<file path="src/include/pof_pkg.sv">
package pof_pkg;

    // ******************************************************************
    // Sizes
    // ******************************************************************
    localparam int NCH   = 6;
    localparam int NPAIR = 3;
    localparam int NFLT  = 4;
    localparam int CW    = 16;
    localparam int DW    = 8;
    localparam int AW    = 4;
    localparam int FCW   = 5;

    // ******************************************************************
    // Register offsets
    // ******************************************************************
    localparam logic [AW-1:0] OFS_MODE    = 4'h0;
    localparam logic [AW-1:0] OFS_COMBINE = 4'h1;
    localparam logic [AW-1:0] OFS_MASK    = 4'h2;
    localparam logic [AW-1:0] OFS_POL     = 4'h3;
    localparam logic [AW-1:0] OFS_OUTINIT = 4'h4;
    localparam logic [AW-1:0] OFS_FLTCTRL = 4'h5;
    localparam logic [AW-1:0] OFS_FLTFILT = 4'h6;
    localparam logic [AW-1:0] OFS_FLTSTAT = 4'h7;
    localparam logic [AW-1:0] OFS_TRIG    = 4'h8;
    localparam logic [AW-1:0] OFS_SYNC    = 4'h9;
    localparam logic [AW-1:0] OFS_CNTH    = 4'hA;
    localparam logic [AW-1:0] OFS_CNTL    = 4'hB;
    localparam logic [AW-1:0] OFS_CLKSEL  = 4'hC;

    // ******************************************************************
    // Field positions
    // ******************************************************************
    localparam int B_FEN     = 0;
    localparam int B_INIT    = 1;
    localparam int B_CTEST   = 2;
    localparam int B_FMODE   = 3;
    localparam int B_FIE     = 7;
    localparam int B_PFEN    = 4;
    localparam int B_FFEN    = 4;
    localparam int B_FSTAT   = 5;
    localparam int B_FSUM    = 7;
    localparam int B_ITRIG   = 6;

    // ******************************************************************
    // Fault modes, counter halt select and reset values
    // ******************************************************************
    localparam logic [1:0] FM_OFF  = 2'h0;
    localparam logic [1:0] FM_AUTO = 2'h3;
    localparam logic [1:0] CNT_HALT  = 2'h0;
    localparam logic [DW-1:0] RST_BYTE = 8'h00;

    typedef struct packed {
        logic [AW-1:0] addr;
        logic [DW-1:0] wdata;
        logic          wr;
        logic          rd;
    } pof_bus_t;

    typedef struct packed {
        logic [CW-1:0] value;
        logic [CW-1:0] init_value;
        logic          reload;
        logic          sync;
    } pof_cnt_in_t;

    typedef struct packed {
        logic          load;
        logic [CW-1:0] load_value;
        logic          freeze;
        logic          advance;
        logic [1:0]    csel;
    } pof_cnt_out_t;

    typedef struct packed {
        logic           load;
        logic [CW-1:0]  value;
        logic [NCH-1:0] flag_set;
    } pof_cap_t;

    typedef struct packed {
        logic                      fen;
        logic                      fie;
        logic                      ctest;
        logic [1:0]                fmode;
        logic [NPAIR-1:0]          comb;
        logic [NPAIR-1:0]          pfen;
        logic [NCH-1:0]            mbuf;
        logic [NCH-1:0]            mact;
        logic [NCH-1:0]            pol;
        logic [NCH-1:0]            oinit;
        logic [NCH-1:0]            tsel;
        logic                      itrig_en;
        logic                      msync;
        logic [NFLT-1:0]           fin_en;
        logic [NFLT-1:0]           ffl_en;
        logic [3:0]                flen;
        logic [NFLT-1:0]           fflag;
        logic                      arm;
        logic [NFLT-1:0][2:0]      sync;
        logic [NFLT-1:0]           flvl;
        logic [NFLT-1:0][FCW-1:0]  fcnt;
        logic                      or_prev;
        logic [NPAIR-1:0]          fdis;
        logic [NCH-1:0]            init_hold;
        logic [NCH-1:0]            raw_prev;
        logic [NCH-1:0]            match_prev;
        logic [NCH-1:0]            out;
        logic                      ctrig;
        logic                      itrig;
        logic                      irq;
        logic                      hi_w;
        logic                      lo_w;
        logic [CW-1:0]             cbuf;
        pof_cnt_out_t              cnt;
        pof_cap_t                  cap;
        logic [DW-1:0]             rdata;
    } pof_state_t;

endpackage : pof_pkg

</file>
<file path="src/hdl/pof_top.sv">
`timescale 1ns/10ps
// Notes on behaviour
// - Mask bit forces inactive, before polarity
// - Mask writes buffered, applied per sync
// - Mask works only in combine mode
// - Fault control needs enable and nonzero mode
// - Four fault inputs, per-input enables, shared filter
// - Synchronise then filter with 5-bit counter
// - Reverting input resets filter, drops glitches
// - Filter bypassed when value zero or disabled
// - Filtered delay grows with filter value
// - Rising edge sets flag; summary ORs flags
// - Fault edge forces pair to polarity value
// - Interrupt while summary flag and enable
// - Summary cleared by read one, write zero
// - Auto mode re-enables at input low, cycle
// - Manual mode re-enables after clear, cycle
// - Polarity bit selects output sense, combine only
// - Init write feeds init values of combined channels through mask and polarity
// - Counter match on selected combined channel triggers, needs enable
// - Counter initial-value load triggers
// - Capture test loads counter and channel values
module pof_top
    import pof_pkg::*;
(
    // Clock and reset
    input  wire logic                  clk,
    input  wire logic                  rst_n,
    // Register port
    input  wire pof_bus_t              bus,
    output logic [DW-1:0]              rdata,
    // Counter side
    input  wire pof_cnt_in_t           cnt_in,
    input  wire logic [NCH-1:0][CW-1:0] chan_value,
    input  wire logic                  mask_sync_strobe,
    input  wire logic                  pwm_cycle_start,
    output pof_cnt_out_t               cnt_out,
    output pof_cap_t                   cap_out,
    // Channel signals
    input  wire logic [NCH-1:0]        pwm_raw,
    output logic [NCH-1:0]             chan_out,
    // Fault pins
    input  wire logic [NFLT-1:0]       fault_pin,
    // Triggers and interrupt
    output logic                       chan_trigger,
    output logic                       init_trigger,
    output logic                       fault_irq
);

    // ******************************************************************
    // Helpers
    // ******************************************************************
    function automatic logic is_comb(input logic [NPAIR-1:0] comb, input int ch);
        is_comb = comb[ch/2];
    endfunction : is_comb

    function automatic logic wr_at(input pof_bus_t b, input logic [AW-1:0] ofs);
        wr_at = b.wr && (b.addr == ofs);
    endfunction : wr_at

    pof_state_t s_r;
    pof_state_t s_nxt;

    logic              fc_active;
    logic [NFLT-1:0]   rise;
    logic [NFLT-1:0]   lvl_new;
    logic              or_new;
    logic              fsum;
    logic              cnt_wr;
    logic [DW-1:0]     rd_mux;
    logic              g;

    // ******************************************************************
    // Next state
    // ******************************************************************
    always_comb begin
        s_nxt     = s_r;
        fc_active = s_r.fen && (s_r.fmode != FM_OFF);
        rise      = '0;
        lvl_new   = s_r.flvl;
        or_new    = 1'b0;
        cnt_wr    = 1'b0;
        rd_mux    = RST_BYTE;
        g         = 1'b0;

        // Single-cycle outputs fall back to idle
        s_nxt.cnt.load    = 1'b0;
        s_nxt.cnt.advance = 1'b0;
        s_nxt.cap.load    = 1'b0;
        s_nxt.cap.flag_set = '0;
        s_nxt.ctrig       = 1'b0;
        s_nxt.itrig       = 1'b0;
        s_nxt.rdata       = RST_BYTE;

        // Plain register writes
        if (wr_at(bus, OFS_MODE)) begin
            s_nxt.fen     = bus.wdata[B_FEN];
            s_nxt.ctest   = bus.wdata[B_CTEST];
            s_nxt.fmode   = bus.wdata[B_FMODE +: 2];
            s_nxt.fie     = bus.wdata[B_FIE];
        end
        if (wr_at(bus, OFS_COMBINE)) begin
            s_nxt.comb = bus.wdata[NPAIR-1:0];
            s_nxt.pfen = bus.wdata[B_PFEN +: NPAIR];
        end
        if (wr_at(bus, OFS_MASK)) begin
            s_nxt.mbuf = bus.wdata[NCH-1:0];
        end
        if (wr_at(bus, OFS_POL)) begin
            s_nxt.pol = bus.wdata[NCH-1:0];
        end
        if (wr_at(bus, OFS_OUTINIT)) begin
            s_nxt.oinit = bus.wdata[NCH-1:0];
        end
        if (wr_at(bus, OFS_FLTCTRL)) begin
            s_nxt.fin_en = bus.wdata[NFLT-1:0];
            s_nxt.ffl_en = bus.wdata[B_FFEN +: NFLT];
        end
        if (wr_at(bus, OFS_FLTFILT)) begin
            s_nxt.flen = bus.wdata[3:0];
        end
        if (wr_at(bus, OFS_TRIG)) begin
            s_nxt.tsel     = bus.wdata[NCH-1:0];
            s_nxt.itrig_en = bus.wdata[B_ITRIG];
        end
        if (wr_at(bus, OFS_SYNC)) begin
            s_nxt.msync = bus.wdata[0];
        end

        // Mask takes the buffer on the next edge or on the sync strobe
        if (!s_r.msync || mask_sync_strobe) begin
            s_nxt.mact = s_nxt.mbuf;
        end

        // Fault input conditioning
        for (int i = 0; i < NFLT; i++) begin
            s_nxt.sync[i] = {s_r.sync[i][1:0], fault_pin[i]};
            if (s_r.sync[i][2] == s_r.sync[i][1]) begin
                if (!s_r.fin_en[i] || !s_r.ffl_en[i] || (s_r.flen == 4'h0)) begin
                    lvl_new[i]   = s_r.sync[i][2];
                    s_nxt.fcnt[i] = '0;
                end else if (s_r.sync[i][2] == s_r.flvl[i]) begin
                    s_nxt.fcnt[i] = '0;
                end else if (s_r.fcnt[i] >= {1'b0, s_r.flen}) begin
                    lvl_new[i]   = s_r.sync[i][2];
                    s_nxt.fcnt[i] = '0;
                end else begin
                    s_nxt.fcnt[i] = s_r.fcnt[i] + 5'h01;
                end
            end
            rise[i] = lvl_new[i] && !s_r.flvl[i] && s_r.fin_en[i];
            or_new  = or_new | (lvl_new[i] && s_r.fin_en[i]);
        end
        s_nxt.flvl    = lvl_new;
        s_nxt.or_prev = or_new;

        // Clear needs a prior read of one; a new edge still wins
        if (bus.rd && (bus.addr == OFS_FLTSTAT) && (s_r.fflag != '0)) begin
            s_nxt.arm = 1'b1;
        end
        if (wr_at(bus, OFS_FLTSTAT) && !bus.wdata[B_FSUM] && s_r.arm) begin
            s_nxt.fflag = '0;
            s_nxt.arm   = 1'b0;
        end
        if (fc_active) begin
            s_nxt.fflag = s_nxt.fflag | rise;
        end
        fsum = (s_nxt.fflag != '0);

        // Output disable per pair
        for (int p = 0; p < NPAIR; p++) begin
            if (s_r.fdis[p] && pwm_cycle_start) begin
                if ((s_r.fmode == FM_AUTO) && !or_new) begin
                    s_nxt.fdis[p] = 1'b0;
                end else if ((s_r.fmode != FM_AUTO) && !fsum) begin
                    s_nxt.fdis[p] = 1'b0;
                end
            end
            if (fc_active && s_r.pfen[p] && s_r.comb[p] && or_new && !s_r.or_prev) begin
                s_nxt.fdis[p] = 1'b1;
            end
        end

        // Output chain: init, mask, polarity, fault
        for (int c = 0; c < NCH; c++) begin
            s_nxt.raw_prev[c] = pwm_raw[c];
            if (pwm_raw[c] != s_r.raw_prev[c]) begin
                s_nxt.init_hold[c] = 1'b0;
            end
            if (wr_at(bus, OFS_MODE) && bus.wdata[B_INIT] && is_comb(s_r.comb, c)) begin
                s_nxt.init_hold[c] = 1'b1;
            end
            g = pwm_raw[c];
            if (is_comb(s_r.comb, c)) begin
                if (s_nxt.init_hold[c]) begin
                    g = s_r.oinit[c];
                end
                g = g && !s_nxt.mact[c];
                g = g ^ s_r.pol[c];
                if (s_nxt.fdis[c/2]) begin
                    g = s_r.pol[c];
                end
            end
            s_nxt.out[c] = g;

            // Match trigger on entry into equality
            s_nxt.match_prev[c] = (cnt_in.value == chan_value[c]);
            if (s_r.fen && s_r.tsel[c] && is_comb(s_r.comb, c)
                && s_nxt.match_prev[c] && !s_r.match_prev[c]) begin
                s_nxt.ctrig = 1'b1;
            end
        end

        s_nxt.irq = fsum && s_nxt.fie;

        // Counter writes and capture test
        s_nxt.cnt.freeze = s_nxt.ctest;
        cnt_wr = wr_at(bus, OFS_CNTH) || wr_at(bus, OFS_CNTL);
        if (cnt_wr) begin
            if (s_r.ctest) begin
                if (wr_at(bus, OFS_CNTH)) begin
                    s_nxt.cbuf[CW-1:DW] = bus.wdata;
                    s_nxt.hi_w          = 1'b1;
                end else begin
                    s_nxt.cbuf[DW-1:0] = bus.wdata;
                    s_nxt.lo_w         = 1'b1;
                end
                s_nxt.cnt.load       = 1'b1;
                s_nxt.cnt.load_value = s_nxt.cbuf;
                if (s_nxt.hi_w && s_nxt.lo_w) begin
                    s_nxt.cap.load     = 1'b1;
                    s_nxt.cap.value    = s_nxt.cbuf;
                    s_nxt.cap.flag_set = '1;
                    s_nxt.cnt.advance  = 1'b1;
                    s_nxt.hi_w         = 1'b0;
                    s_nxt.lo_w         = 1'b0;
                end
            end else begin
                s_nxt.cnt.load       = 1'b1;
                s_nxt.cnt.load_value = cnt_in.init_value;
            end
        end
        if (!s_r.ctest) begin
            s_nxt.hi_w = 1'b0;
            s_nxt.lo_w = 1'b0;
        end

        if (wr_at(bus, OFS_CLKSEL)) begin
            s_nxt.cnt.csel = bus.wdata[1:0];
        end

        // Initial-value load trigger
        if (s_r.itrig_en) begin
            if (cnt_in.reload || cnt_in.sync || (cnt_wr && !s_r.ctest)) begin
                s_nxt.itrig = 1'b1;
            end
            if (wr_at(bus, OFS_CLKSEL) && (bus.wdata[1:0] != CNT_HALT)
                && (s_r.cnt.csel == CNT_HALT) && (cnt_in.value == cnt_in.init_value)) begin
                s_nxt.itrig = 1'b1;
            end
        end

        // Read data stands in the cycle after the strobe only
        if (bus.rd) begin
            unique case (bus.addr)
                OFS_MODE:    rd_mux = {s_r.fie, 1'b0, s_r.fmode, 1'b0, s_r.ctest,
                                       1'b0, s_r.fen};
                OFS_COMBINE: rd_mux = {1'b0, s_r.pfen, 1'b0, s_r.comb};
                OFS_MASK:    rd_mux = {2'h0, s_r.mbuf};
                OFS_POL:     rd_mux = {2'h0, s_r.pol};
                OFS_OUTINIT: rd_mux = {2'h0, s_r.oinit};
                OFS_FLTCTRL: rd_mux = {s_r.ffl_en, s_r.fin_en};
                OFS_FLTFILT: rd_mux = {4'h0, s_r.flen};
                OFS_FLTSTAT: rd_mux = {(s_r.fflag != '0), 1'b0, s_r.or_prev, 1'b0,
                                       s_r.fflag};
                OFS_TRIG:    rd_mux = {1'b0, s_r.itrig_en, s_r.tsel};
                OFS_SYNC:    rd_mux = {7'h00, s_r.msync};
                OFS_CNTH:    rd_mux = cnt_in.value[CW-1:DW];
                OFS_CNTL:    rd_mux = cnt_in.value[DW-1:0];
                OFS_CLKSEL:  rd_mux = {6'h00, s_r.cnt.csel};
                default:     rd_mux = RST_BYTE;
            endcase
            s_nxt.rdata = rd_mux;
        end
    end

    // ******************************************************************
    // State register
    // ******************************************************************
    always_ff @(posedge clk or negedge rst_n) begin
        if (!rst_n) begin
            s_r <= '0;
        end else begin
            s_r <= s_nxt;
        end
    end

    assign rdata        = s_r.rdata;
    assign cnt_out      = s_r.cnt;
    assign cap_out      = s_r.cap;
    assign chan_out     = s_r.out;
    assign chan_trigger = s_r.ctrig;
    assign init_trigger = s_r.itrig;
    assign fault_irq    = s_r.irq;

endmodule : pof_top

</file>
<file path="config.mk">
export PLATFORM = sky130hd
export DESIGN_NAME = pof_top
export DESIGN_NICKNAME = d
export VERILOG_FILES = /design/src/include/pof_pkg.sv /design/src/hdl/pof_top.sv
export SDC_FILE = /design/constraint.sdc
export NUM_CORES = 1
export LEC_CHECK = 0
export ABC_AREA = 1
export BUFFER_PORTS_ARGS = -buffer_cell sky130_fd_sc_hd__buf_2
export CAP_MARGIN = 20
export CELL_PAD_IN_SITES_DETAIL_PLACEMENT = 0
export CELL_PAD_IN_SITES_GLOBAL_PLACEMENT = 2
export CORE_MARGIN = 2
export CORE_UTILIZATION = 35
export DETAILED_ROUTE_END_ITERATION = 7
export HOLD_SLACK_MARGIN = 0.05
export PLACE_DENSITY = 0.89
export SYNTH_ARGS = -nofsm -noshare
export SYNTH_HDL_FRONTEND = slang
export SYNTH_SLANG_ARGS = --single-unit
</file>
<file path="constraint.sdc">
create_clock -name clk -period 6 [get_ports clk]
set_clock_uncertainty 0.2 [all_clocks]
set_input_delay 1.2 -clock clk [delete_from_list [all_inputs] [get_ports clk]]
set_output_delay 1.2 -clock clk [all_outputs]
set_load 0.05 [all_outputs]
</file>
# Word level (Yosys, flattened, before mapping)
# Cells that the tools add are included.
[word_totals]
reg_bits = 196
in_bits = 158
[classes]
reduce_logical = 139
n_addsub = 4
bitwise = 10
eq_ne = 36
magnitude_cmp = 4
n_mux = 112
[op_table]
columns = ["cell", "count"]
rows = [
  ["$eq 16x16->1", 7],
  ["$pmux 8 s13", 1],
  ["$logic_and 1x1->1", 87],
  ["$mux 1", 83],
  ["$mux 23", 3],
  ["$mux 5", 13],
  ["$mux 35", 1],
  ["$logic_not 1->1", 30],
  ["$mux 8", 3],
  ["$add 5x1->5 const B", 4],
  ["$eq 4x4->1 const B", 5],
  ["$ge 5x4->1", 4],
  ["$mux 18", 1],
  ["$eq 4x3->1 const B", 4],
  ["$mux 16", 1],
  ["$logic_or 1x1->1", 12],
  ["$mux 6", 2],
  ["$eq 1x1->1", 8],
  ["$eq 4x2->1 const B", 2],
  ["$logic_not 4->1", 2],
  ["$mux 4", 2],
  ["$reduce_bool 4->1", 2],
  ["$ne 1x1->1", 6],
  ["$reduce_bool 2->1", 3],
  ["other kinds (11)", 19],
]

# Depth between registers and ports, before layout
[logic_depth]
ltp_word = 18
ltp_mapped = 20
mapped_depth_nobuf = 20

# Worst setup path before layout
# OpenSTA, ideal clock, no wires.
[synth_path]
kind = "input to register"
startpoint = "input port bus[1] (netlist name)"
endpoint = "register s_r (netlist bit cap_out[13])"
arrival_ns = 2.659
required_time_ns = 5.675
setup_ns = 0.125
path_stages = 9
slack_ns = 3.016
path_buffers = 3
path_cell_list = "buf_2 > inv_2 > nor3_2 > nand2_1 > o21ai_1 > and3_1 > buf_6 > buf_6 > mux2_4"
[synth_between]
elab_chain_cells = 6
word_cells_on_any_way = 12
cone_classes = "mux (7); reduce/logical (5)"
[synth_rtl]
columns = ["element", "line_no", "rtl"]
rows = [
  ["start, declared", "pof_top.sv:30", "input wire pof_bus_t bus,"],
  ["$logic_and 1x1->1", "pof_top.sv:58", "wr_at = b.wr && (b.addr == ofs);"],
  ["$mux 1", "pof_top.sv:221", "if (wr_at(bus, OFS_CNTH)) begin"],
  ["$mux 1", "pof_top.sv:220", "if (s_r.ctest) begin"],
  ["$mux 1", "pof_top.sv:219", "if (cnt_wr) begin"],
  ["$logic_and 1x1->1", "pof_top.sv:230", "if (s_nxt.hi_w && s_nxt.lo_w) begin"],
  ["$reduce_and 3->1 (no source line)", "-", ""],
  ["end signal, assigned", "pof_top.sv:294", "s_r <= s_nxt;"],
  ["end, declared", "pof_top.sv:61", "pof_state_t s_r;"],
]
# Several ways; a longest one is shown, not always the timed one. The select of a mux whose other input is x is not followed.
# A chain may end at the register's enable or synchronous reset.

# Worst setup path in the final report
[layout_path]
startpoint = "input port bus[13] (netlist name)"
endpoint = "register s_r[67] (netlist name)"
[layout_between]
elab_chain_cells = 4
word_cells_on_any_way = 7
cone_classes = "eq/ne (2); mux (1); reduce/logical (4)"
[layout_rtl]
columns = ["element", "line_no", "rtl"]
rows = [
  ["$eq 4x4->1", "pof_top.sv:58", ""],
  ["$logic_and 1x1->1", "pof_top.sv:58", ""],
  ["$logic_or 1x1->1", "pof_top.sv:218", "cnt_wr = wr_at(bus, OFS_CNTH) || wr_at(bus, OFS_CNTL);"],
  ["$reduce_and 2->1 (no source line)", "-", ""],
]
# Several ways; a longest one is shown, not always the timed one.

==> key figures <==
Die
  – I/O pins: between 200 and 250
  – Die Footprint: around 32000 sq um
  – Placement Rows: 64
  – Starting Density: a little over a third
  – Die Width: ~180 um
  – Core box area: just over 30000 sq um
  – Die H: around 180 um

Pwr
  – Pwr Total: 3960 uW
  – Power Density: 320.7 nW/um^2
  – Static Leakage: just over 0.006 uW
  – Max VDD drop: approximately 0.21 mV

STA
  – Pins over their slew limit: 0
  – Slew HR: about a third
  – Worst hold slack: around 0.15 ns
  – Final hold violations: 0
  – Endpoints failing setup: 0
  – Final worst-path cycle share: 62.41%
  – Max Clk Rate: ~270 MHz
  – Worst-Margin Slew: 0.9917 ns
  – Setup TNS: 0 ns
  – RSZ-0062 raised after global routing: false
  – Fin crit period: 3.744 ns

Logic synthesis
  – Synthesized netlist cell count: approximately 1300
  – FFs w/ async S/R, synth: 100.0%
  – Library cells used by synthesis: 55
  – Synthesized area per cell: about 8.4 sq um
  – Post-synth EDFFs: 0
  – Sequential fraction of the synthesis area: between 40% and 50%
  – Mapped Area: 10750 sq um
  – Yosys warns: 0
  – #FFs+latches synth: between 150 and 200
  – Main flop type after synthesis: dfrtp_1
  – Syn nets: roughly 1500

Layout
  – Final #Nets: around 1600
  – Final instance area: about 12000 sq um
  – Syn-to-layout area delta: 14.90%
  – Final-layout fill cell count: between 3000 and 4000
  – Layout Cells excl Fill: 1836
  – Layout cells sized above 1: between 20% and 30%

Critical path
  – Critical path cell sequence: buf_2 > inv_2 > nor2_4 > inv_2 > nor3_2 > inv_2 > nor2_1 > buf_4 > nand2_1 > o21ai_0
  – Cell mode on critical path: inv_2
  – Worst path slowest cell: nor3_2
  – CP Launch Type: input pin
  – Worst Path Arrival: 3.90 ns
  – CP Max Fanout: 27
  – CP required: approximately 6 ns
  – Crit path kind: in2reg
  – CP Capture Type: flip-flop
  – CP max stage delay: between 0.7 and 0.8 ns

GRT
  – First-pass GRT wire length: roughly 50000 um
  – Total congestion overflow: 0
  – Number of global-route vias before repair: between 8000 and 9000
  – Initial antenna violation count: 1
  – Pin count of the biggest net entering global routing: ~120
  – Total GRT Usage: between 20% and 30%

Outcome
  – Status: complete, no violations

CTS
  – Hold buffer count at CTS: 0
  – CTS root buffer: clkbuf_16
  – TritonCTS clock tree: yes
  – Clk slew on worst S/H paths: around 0.070 ns
  – CTS resizes: 0
  – CTS Buffer Depth: 2
  – TritonCTS Sinks: between 150 and 200
  – CTS H-tree depth: 4
  – Postcts setup bufs: 0
  – Later-pin clock latency in the skew report: between 0.4 and 0.5 ns
  – Total CTS buffers: 17

Min path
  – Worst Hold Class: reg2reg

Detailed routing
  – Residual DRC count: 0
  – DRT Wirelength: 32440 um
  – DR iter-0 viols: between 600 and 700
  – Drt via density: 4.822
  – Via count: 8853
  – First drt pass iteration count: 7
  – ANT nets after route: 0
  – DR WL/cell: around 18 um

Placed design
  – Port Buffers: 218
  – Placed Area: 11760 sq um
  – Post-detail-place hpwl: 25370 um
  – Placed Cells: between 1500 and 2000
  – Placer congestion estimate: about 0.87

Job
  – Maxcap violations: 0
## logic make-up (layout without fill, tap and decap cells)
family | Yosys count | in the layout | synth area share (%)
AOI/OAI and AO/OA | 187 | 187 | 10.31
xor gates and xnor gates | 112 | 112 | 9.129
adders and majority gates | 20 | 20 | 2.329
buffers and inverters | 252 | 410 | 11.17
DFF | 189 | 189 | 44.01
muxes | 16 | 16 | 1.991
other | 0 | 1 | 0
and+or+nand+nor | 505 | 505 | 21.06
## report_power, final
part,internal (uW),total [uW],leakage (uW),switching (uW)
sequential,1510,1700,0.00237,191
clock,587,1100,0.000268,509
combinational,364,1170,0.00352,802
## metal layers
layer / up-vias / GRT usage (%) / routed length, um
met5: - / 0 / 0
met2: 312 / 33.57 / 15110
li1: 4379 / - / -
met4: 0 / 6.922 / 769
met1: 4124 / 28.18 / 14350
met3: 38 / 4.389 / 2208
## per-stage QoR
stage | setup slack, ns | utilization [%]
6_report | 2.256 | 40.58
3_5_place_dp | 1.821 | 38.64
5_1_grt | 2.079 | 40.58
4_1_cts | 2.269 | 40.48
2_1_floorplan | 3.016 | -
3_3_place_gp | 1.891 | 38.64
## sequential cells by signal, summed over array words and instances, names as in the netlist
register      count
chan_trigger      1
s_r             127
s_nxt             8
cap_out          16
rdata             8
cnt_out          21
init_trigger      1
chan_out          6
fault_irq         1
## cell usage after synthesis, types with 9 or more instances
master | count | share of area (%)
ha_1 | 20 | 2.3
nand4_1 | 35 | 2.0
xnor2_1 | 57 | 4.6
nand2_1 | 294 | 10
o22ai_1 | 9 | 0.52
a221oi_1 | 10 | 0.82
buf_4 | 58 | 4.1
o21ai_0 | 95 | 4.4
dfrtp_1 | 189 | 44
or2_2 | 13 | 0.76
clkbuf_1 | 27 | 0.94
mux2_4 | 9 | 1.3
nand3_1 | 44 | 2.0
nor2_1 | 73 | 2.6
nor4_1 | 9 | 0.52
o21ai_1 | 15 | 0.70
xor2_1 | 55 | 4.5
inv_1 | 145 | 5.1
a21oi_1 | 15 | 0.70
o211ai_1 | 13 | 0.91
## worst max-delay path: cells and delay by family
kind / cells / cell delay (ns)
AOI/OAI and AO/OA: 1 / 0.11
buffers and inverters: 5 / 1.04
and+or+nand+nor: 4 / 1.53
## cell usage in the layout, fill, tap and decap left out, types with 4 or more instances in the layout
cell	instances
a211oi_1	4
a21oi_1	15
a221oi_1	10
and2_1	7
buf_2	217
buf_4	5
clkbuf_16	17
dfrtp_1	189
ha_1	20
inv_1	145
inv_2	8
inv_6	4
mux2_1	7
mux2_4	9
nand2_1	294
nand2_2	7
nand3_1	44
nand3b_1	4
nand4_1	35
nor2_1	73
nor3_1	6
nor4_1	9
o211ai_1	13
o21a_1	4
o21ai_0	95
o21ai_1	15
o21ai_2	4
o22ai_1	9
or2_2	13
xnor2_1	57
xor2_1	55
## final timing paths
check	start	endpoint	slack [ns]	cells past startpoint
setup reg to reg	s_r[144]	chan_out[3]	3.13	20
hold reg to reg	s_nxt[126]	s_nxt[127]	0.15	0
max in group asynchronous	rst_n	s_r[94]	3.89	3
setup / recovery	bus[13]	s_r[67]	2.26	10
hold / removal	s_nxt[126]	s_nxt[127]	0.15	0
min in group asynchronous	rst_n	s_r[116]	0.38	1
## final cells by class
class / instances / area, sq um / area share, %
Inverter: 154 / 580.6 / 4.702
Multi-Input combinational cell: 840 / 4816 / 39.01
Antenna cell: 1 / 2.502 / 0.02027
Tap cell: 396 / 495.5 / 4.013
Timing Repair Buffer: 224 / 1165 / 9.435
Sequential cell: 189 / 4730 / 38.31
Clock buffer: 20 / 446.7 / 3.618
Clock inverter: 12 / 111.4 / 0.9019
(Power assumes the default switching activity.)
